## src/hdl/ivs_pkg.sv

```systemverilog
// Package with vector map, priority encoding, memory window and stacking constants.
package ivs_pkg;
  localparam logic [15:0] VEC_RESET     = 16'hfffe;
  localparam logic [15:0] VEC_SWTRAP    = 16'hfffc;
  localparam logic [15:0] VEC_EXT       = 16'hfffa;
  localparam logic [15:0] VEC_TCH0      = 16'hfff6;
  localparam logic [15:0] VEC_TCH1      = 16'hfff4;
  localparam logic [15:0] VEC_TOVF      = 16'hfff2;
  localparam logic [15:0] VEC_KBD       = 16'hffe0;
  localparam logic [15:0] VEC_ADC       = 16'hffde;
  localparam logic [15:0] RAM_LO        = 16'h0080;
  localparam logic [15:0] RAM_HI        = 16'h00ff;
  localparam logic [15:0] SP_RESET      = 16'h00ff;
  localparam logic [2:0]  INT_BYTES     = 3'h5;
  localparam logic [2:0]  CALL_BYTES    = 3'h2;
  localparam int          NSRC          = 8;
  // Source index order is priority order, index 0 highest.
  localparam int          SRC_RESET     = 0;
  localparam int          SRC_SWTRAP    = 1;
  localparam int          SRC_EXT       = 2;
  localparam int          SRC_TCH0      = 3;
  localparam int          SRC_TCH1      = 4;
  localparam int          SRC_TOVF      = 5;
  localparam int          SRC_KBD       = 6;
  localparam int          SRC_ADC       = 7;

  typedef enum logic [2:0] {
    ST_IDLE  = 3'h0,
    ST_PUSH  = 3'h1,
    ST_VECHI = 3'h3,
    ST_VECLO = 3'h2,
    ST_PULL  = 3'h6
  } ivs_state_type;

  function automatic logic [15:0] vec_base(input logic [2:0] idx);
    unique case (idx)
      3'h0: vec_base = VEC_RESET;
      3'h1: vec_base = VEC_SWTRAP;
      3'h2: vec_base = VEC_EXT;
      3'h3: vec_base = VEC_TCH0;
      3'h4: vec_base = VEC_TCH1;
      3'h5: vec_base = VEC_TOVF;
      3'h6: vec_base = VEC_KBD;
      default: vec_base = VEC_ADC;
    endcase
  endfunction : vec_base
endpackage : ivs_pkg

```

## src/hdl/ivs_arb_if.sv

```systemverilog
// Interface carrying the arbitration result from the priority encoder to the sequencer.
`timescale 1ns/1ps
`default_nettype none
interface ivs_arb_if;
  logic       any;
  logic [2:0] idx;
  modport enc (output any, output idx);
  modport seq (input any, input idx);
endinterface : ivs_arb_if
`default_nettype wire

```

## src/hdl/ivs_prio.sv

```systemverilog
// Fixed-priority encoder over the pending interrupt sources.
`timescale 1ns/1ps
`default_nettype none
module ivs_prio (
  input  wire logic [7:0] req,
  ivs_arb_if.enc          arb
);
  // Lowest index wins; unused vector slots have no request line at all.
  always_comb begin
    arb.any = |req;
    arb.idx = 3'h0;
    for (int i = ivs_pkg::NSRC - 1; i >= 0; i--) begin
      if (req[i]) begin
        arb.idx = 3'(i);
      end
    end
  end
endmodule : ivs_prio
`default_nettype wire

```

## src/hdl/ivs_unit.sv

```systemverilog
// Interrupt vectoring and stack pointer sequencer of the core.
// How it works
// - Each source reads its two vector bytes from its own fixed address pair.
// - Timer channel 1 vectors at fff4/fff5, channel 0 at fff6/fff7.
// - Reset wins, then trap, pin, channel 0, channel 1, overflow, keyboard, converter.
// - Addresses 0080 to 00ff are on-chip RAM; stack location is programmable.
// - The stack pointer is sixteen bits and reaches the whole address space.
// - Interrupt entry other than reset pushes exactly five bytes before the vector fetch; reset pushes none.
// - The upper index register is never stacked by interrupt entry.
// - A call pushes two return bytes; a return pulls two.
// - Stack pointer decrements per push and increments per pull.
`timescale 1ns/1ps
`default_nettype none
module ivs_unit (
  input  wire logic        ref_clk,
  input  wire logic        rst_n,
  input  wire logic [7:0]  irq_req,
  input  wire logic        int_enable,
  input  wire logic        call_start,
  input  wire logic        ret_start,
  input  wire logic        sp_load,
  input  wire logic [15:0] sp_load_val,
  input  wire logic [7:0]  mem_rdata,
  input  wire logic [15:0] cpu_addr,
  output logic             busy,
  output logic [15:0]      mem_addr,
  output logic             mem_wr,
  output logic             mem_rd,
  output logic [2:0]       push_index,
  output logic [15:0]      stack_ptr,
  output logic [15:0]      new_pc,
  output logic             pc_load,
  output logic [2:0]       ack_index,
  output logic             int_ack,
  output logic             ram_sel
);
  typedef struct packed {
    ivs_pkg::ivs_state_type st;
    logic [15:0]            sp;
    logic [2:0]             cnt;
    logic [2:0]             src;
    logic [15:0]            vaddr;
    logic [7:0]             vhi;
    logic [15:0]            pc;
    logic                   pcl;
    logic                   ack;
    logic [15:0]            addr;
    logic                   wr;
    logic                   rd;
  } ivs_regs_type;

  ivs_regs_type state_reg;
  ivs_regs_type state_next;
  ivs_arb_if    arb ();

  // Stack arithmetic wraps at the ends of the address space; software keeps it inside RAM.
  function automatic logic [15:0] sp_dec(input logic [15:0] v);
    sp_dec = v - 16'h0001;
  endfunction : sp_dec

  function automatic logic [15:0] sp_inc(input logic [15:0] v);
    sp_inc = v + 16'h0001;
  endfunction : sp_inc

  // Reset is never masked, so it bypasses the global enable.
  logic [7:0] gated_req;
  assign gated_req = int_enable ? irq_req : (irq_req & 8'h01);

  ivs_prio u_prio (
    .req (gated_req),
    .arb (arb)
  );

  always_comb begin
    state_next     = state_reg;
    state_next.pcl = 1'b0;
    state_next.ack = 1'b0;
    state_next.wr  = 1'b0;
    state_next.rd  = 1'b0;
    unique case (state_reg.st)
      ivs_pkg::ST_IDLE: begin
        if (sp_load) begin
          state_next.sp = sp_load_val;
        end else if (arb.any) begin
          state_next.src   = arb.idx;
          state_next.vaddr = ivs_pkg::vec_base(arb.idx);
          // Reset restarts the core, so nothing is worth stacking.
          if (arb.idx == 3'h0) begin
            state_next.sp = ivs_pkg::SP_RESET;
            state_next.st = ivs_pkg::ST_VECHI;
          end else begin
            state_next.cnt = ivs_pkg::INT_BYTES;
            state_next.st  = ivs_pkg::ST_PUSH;
          end
        end else if (call_start) begin
          state_next.cnt = ivs_pkg::CALL_BYTES;
          state_next.src = 3'h0;
          state_next.st  = ivs_pkg::ST_PUSH;
        end else if (ret_start) begin
          state_next.cnt = ivs_pkg::CALL_BYTES;
          state_next.st  = ivs_pkg::ST_PULL;
        end
      end
      ivs_pkg::ST_PUSH: begin
        state_next.addr = state_reg.sp;
        state_next.wr   = 1'b1;
        state_next.sp   = sp_dec(state_reg.sp);
        state_next.cnt  = state_reg.cnt - 3'h1;
        if (state_reg.cnt == 3'h1) begin
          // A call push leaves with src zero and no vector address set.
          state_next.st = (state_reg.vaddr != 16'h0000) ? ivs_pkg::ST_VECHI : ivs_pkg::ST_IDLE;
        end
      end
      ivs_pkg::ST_VECHI: begin
        state_next.addr = state_reg.vaddr;
        state_next.rd   = 1'b1;
        state_next.st   = ivs_pkg::ST_VECLO;
      end
      ivs_pkg::ST_VECLO: begin
        if (state_reg.rd && !state_reg.addr[0]) begin
          // Read data trails the strobe by a cycle, so the odd read goes out before the high byte lands.
          state_next.addr = state_reg.vaddr | 16'h0001;
          state_next.rd   = 1'b1;
        end else if (state_reg.rd) begin
          state_next.vhi = mem_rdata;
        end else begin
          state_next.pc    = {state_reg.vhi, mem_rdata};
          state_next.pcl   = 1'b1;
          state_next.ack   = 1'b1;
          state_next.vaddr = 16'h0000;
          state_next.st    = ivs_pkg::ST_IDLE;
        end
      end
      ivs_pkg::ST_PULL: begin
        state_next.sp   = sp_inc(state_reg.sp);
        state_next.addr = sp_inc(state_reg.sp);
        state_next.rd   = 1'b1;
        state_next.cnt  = state_reg.cnt - 3'h1;
        if (state_reg.cnt == 3'h1) begin
          state_next.st = ivs_pkg::ST_IDLE;
        end
      end
      default: begin
        state_next.st = ivs_pkg::ST_IDLE;
      end
    endcase
  end

  always_ff @(posedge ref_clk) begin
    if (!rst_n) begin
      state_reg    <= '0;
      state_reg.sp <= ivs_pkg::SP_RESET;
    end else begin
      state_reg <= state_next;
    end
  end

  // Pulled return bytes and pushed register bytes flow on the core's data bus; this block only steers addresses.
  assign busy       = state_reg.st != ivs_pkg::ST_IDLE;
  assign mem_addr   = state_reg.addr;
  assign mem_wr     = state_reg.wr;
  assign mem_rd     = state_reg.rd;
  assign push_index = state_reg.cnt;
  assign stack_ptr  = state_reg.sp;
  assign new_pc     = state_reg.pc;
  assign pc_load    = state_reg.pcl;
  assign ack_index  = state_reg.src;
  assign int_ack    = state_reg.ack;
  assign ram_sel    = (cpu_addr >= ivs_pkg::RAM_LO) && (cpu_addr <= ivs_pkg::RAM_HI);
endmodule : ivs_unit
`default_nettype wire

```

## config.mk

```make
export PLATFORM = sky130hd
export DESIGN_NAME = ivs_unit
export DESIGN_NICKNAME = d
export VERILOG_FILES = /design/src/hdl/ivs_pkg.sv /design/src/hdl/ivs_arb_if.sv /design/src/hdl/ivs_prio.sv /design/src/hdl/ivs_unit.sv
export SDC_FILE = /design/constraint.sdc
export NUM_CORES = 1
export LEC_CHECK = 0
export BUFFER_PORTS_ARGS = -buffer_cell sky130_fd_sc_hd__buf_2
export CELL_PAD_IN_SITES_DETAIL_PLACEMENT = 0
export CELL_PAD_IN_SITES_GLOBAL_PLACEMENT = 1
export CORE_UTILIZATION = 39
export DETAILED_ROUTE_END_ITERATION = 10
export HOLD_SLACK_MARGIN = 0.08
export PLACE_DENSITY = 0.88
export SYNTH_ARGS = -nofsm -noshare
export SYNTH_HDL_FRONTEND = slang
export SYNTH_HIERARCHICAL = 1
export SYNTH_SLANG_ARGS = --single-unit
```

## constraint.sdc

```tcl
create_clock -name ref_clk -period 3.16 [get_ports ref_clk]
set_clock_uncertainty 0.1 [all_clocks]
set_input_delay 0.158 -clock ref_clk [delete_from_list [all_inputs] [get_ports ref_clk]]
set_output_delay 0.158 -clock ref_clk [all_outputs]
set_load 0.05 [all_outputs]
```

==> out/summary.log <==
[sta] max_slew headroom 0.4246
[critical_path] Critical Path Start state_reg[83]$_SDFFE_PN0P_
[outcome] violations in the final reports DRC
[synthesis] share of the yosys chip area belonging to registers 0.3150
[placement] weighted congestion at the end of routability-driven global placement 0.8514
[sta] RSZ-0062 raised after global routing no
[cts] maximum level of the CTS H-tree 3
[critical_path] type of the worst setup path flop to flop
[sta] number of endpoints failing setup at the final stage 0
[synthesis] Primary FF master, synth sky130_fd_sc_hd__dfxtp_1
[global_routing] global route overflow 0
[routing] via/cell ratio 5.609
[pwr] peak supply drop 0.3194 mV
[floorplan] Starting Density 0.4067
[synthesis] number of synthesized flops with an enable pin 0
[layout] # nets final 705
[synthesis] Synth Warn # 6
[critical_path] delay of the slowest cell on the worst path 0.78 ns
[global_routing] pin count of the biggest net entering global routing 39
[cts] Clock Tree Root sky130_fd_sc_hd__clkbuf_16
[global_routing] initial antenna violation count 0
[outcome] result of the run finished with violations
[synthesis] Post-Synthesis Cell Area 4703 um2
[sta] Slew Viols, Final 0
[critical_path] cell with the largest stage delay on the worst path sky130_fd_sc_hd__dfxtp_1
[layout] area occupied by multi-input gates 2545 um2
[floorplan] placeable core area 11560 um2
[global_routing] GR Util All Layers 0.2037
[placement] detailed placement HPWL 8.959 mm
[synthesis] Syn Inst Count 605
[cts] clock slew at the register clock pins of the worst setup and hold paths 0.06 ns
[routing] first-pass detailed-route iteration total 8
[floorplan] die extent in y 111.8 um
[routing] average routed wire per standard cell 15.92 um
[floorplan] Die W 111.8 um
[layout] register cell area after layout 1481 um2
[critical_path] Crit path arrival time 2.65 ns
[layout] Inserted Diodes 0
[routing] Routed WL 12.66 mm
[sta] clock period minus worst slack 2.523 ns
[routing] total DRC errors in the routed layout 6
[global_routing] global-route wire length before repair 20.62 mm
[critical_path] start of the worst register-to-register path state_reg[83]$_SDFFE_PN0P_
[synthesis] number of distinct library cells after synthesis 67
[layout] Final Instance Area 5348 um2
[cts] TritonCTS clock tree yes
[layout] area added between synthesis and finish 13.70%
[critical_path] startpoint types flop
[global_routing] vias in the first global route 4221
[critical_path] cell count of the worst reg-to-reg path 5
[layout] count of non-filler cells in the finished layout 795
[synthesis] synthesized flop and latch total 74
[routing] total vias in the final route 4459
[sta] Max Clock Freq 0.3963 GHz
[routing] First DRT Iteration DRCs 327
[pwr] Pleak 2.193 nW
[sta] total count of hold-check failures in the final report 0
[floorplan] area of the die 12500 um2
[routing] antenna-violating nets left 0
[layout] commonest non-fill, non-tap cell in the layout sky130_fd_sc_hd__buf_2
[cts] Sinks on Clock Net 74
[placement] port buffer count 106
[synthesis] post-synthesis async set-or-reset flop share 0
[critical_path] critical path capture point stack_ptr[11]$_SDFFE_PN0P_
[cts] number of instances resized during post-cts repair 0
[sta] share of the cycle needed by the critical path after routing 0.7985
[flow_run] number of violations of the max-capacitance limit 0
[worst_hold_path] classification of the worst-slack hold path primary input to flop
[critical_path] kind of capture point of the worst setup path flop
[cts] clock buffers created by TritonCTS 9
[synthesis] Syn Area/Cell 7.774 um2
[placement] Cell Area, Placed 4916 um2
[sta] actual transition at the worst max-transition pin 0.8622 ns
[sta] aggregate negative setup slack 0 ns
[critical_path] Critical R2R Capture stack_ptr[11]$_SDFFE_PN0P_
[cts] number of buffers on the longest clock path 2
[critical_path] slack of the worst reg-to-reg path 0.64 ns
[layout] fillers 1133
[floorplan] floorplan row count 39
[critical_path] Data required, critical path 3.29 ns
[layout] fraction of layout instances using a drive strength above 1 0.2423
[critical_path] CP Cell Sequence nand3b_1 -> and3_1 -> a22oi_1 -> o21ai_0 -> a31o_2
[placement] number of cells in the design after placement 767
[floorplan] IO Count 114
[critical_path] largest fanout on the critical path 22
[layout] number of flip-flops in the largest register 17
[synthesis] net count after synthesis 663
[layout] most used cells in the layout excluding fill and tap cells sky130_fd_sc_hd__buf_2, sky130_fd_sc_hd__dfxtp_1, sky130_fd_sc_hd__nand2_1, sky130_fd_sc_hd__nor2_1, sky130_fd_sc_hd__a21oi_1
[cts] clock latency of the later-clocked register in the worst-skew pair 0.34 ns
[pwr] power per cell area 832.4 nW/um2
==> critical path: cells and delay by family, from the launching register on <==
family / cells / cell delay (ns)
DFF: 1 / 0.78
and+or+nand+nor: 2 / 0.95
AOI/OAI and AO/OA: 3 / 0.60
==> worst min-delay path by stage <==
stage                 start                          to  slack (ns)  cells past startpoint
4_1_cts          call_start  state_reg[84]$_SDFFE_PN0P_        0.08                      3
3_5_place_dp   mem_rdata[1]      new_pc[1]$_SDFFE_PN0P_        0.32                      3
5_1_grt          call_start  state_reg[84]$_SDFFE_PN0P_        0.09                      3
3_3_place_gp   mem_rdata[7]  state_reg[43]$_SDFFE_PN0P_        0.31                      3
6_report         call_start  state_reg[84]$_SDFFE_PN0P_         0.1                      3
2_1_floorplan  mem_rdata[0]      new_pc[0]$_SDFFE_PN0P_        0.19                      2
==> cell type report <==
type,count,share of cell area
Multi-Input combinational cell,413,0.4759
Timing Repair Buffer,135,0.1455
Clock buffer,10,0.04469
Tap cell,143,0.03346
Inverter,14,0.009827
Clock inverter,6,0.01357
Sequential cell,74,0.2770
==> synth_stat cells, types with 12 or more instances <==
| cell type | number | area [um2] |
|---|---|---|
| sky130_fd_sc_hd__a21oi_1 | 42 | 210.2 |
| sky130_fd_sc_hd__and2_1 | 12 | 75.07 |
| sky130_fd_sc_hd__buf_4 | 57 | 427.9 |
| sky130_fd_sc_hd__clkbuf_1 | 32 | 120.1 |
| sky130_fd_sc_hd__dfxtp_1 | 74 | 1481 |
| sky130_fd_sc_hd__inv_1 | 13 | 48.80 |
| sky130_fd_sc_hd__mux2i_1 | 17 | 170.2 |
| sky130_fd_sc_hd__nand2_1 | 71 | 266.5 |
| sky130_fd_sc_hd__nand3_1 | 16 | 80.08 |
| sky130_fd_sc_hd__nor2_1 | 44 | 165.2 |
| sky130_fd_sc_hd__nor3_1 | 13 | 65.06 |
| sky130_fd_sc_hd__o211ai_1 | 12 | 90.09 |
| sky130_fd_sc_hd__o21ai_0 | 22 | 110.1 |
| sky130_fd_sc_hd__o22ai_1 | 17 | 106.4 |
==> through the flow <==
stage          hold slack [ns]  setup slack [ns]  total power [mW]    util
6_report               0.09870            0.6367             4.451  0.4624
2_1_floorplan           0.1940            0.7630             3.064       -
5_1_grt                0.08901            0.4610             4.691  0.4624
3_5_place_dp            0.3179            0.3162             3.370  0.4251
3_3_place_gp            0.3109            0.3797             3.331  0.4251
4_1_cts                0.08081            0.6670             4.469  0.4624
==> kinds of logic after synthesis <==
kind of cell | synth area share
DFF | 0.3150
adders and majority gates | 0.01064
and+or+nand+nor | 0.2519
AOI/OAI and AO/OA | 0.2200
xor gates and xnor gates | 0.02048
buffers and inverters | 0.1458
muxes | 0.03618
==> per-layer routing <==
layer	vias to the layer above	routed length, um	track usage
met5	-	0	0
met4	0	152	0.06937
met3	11	711	0.04899
met2	151	6262	0.3482
met1	2112	5531	0.2496
li1	2185	-	-
==> power breakdown <==
part	internal (mW)	switching [mW]
Clock	0.642	0.431
Combinational	0.620	1.39
Sequential	1.11	0.257
==> timing repair <==
item | in CTS | in global routing
hold buffers | 12 | 0
setup buffers | 0 | 0
endpoints found under the hold margin | 20 | 0
Note: power is estimated with default switching activity, not from simulation.
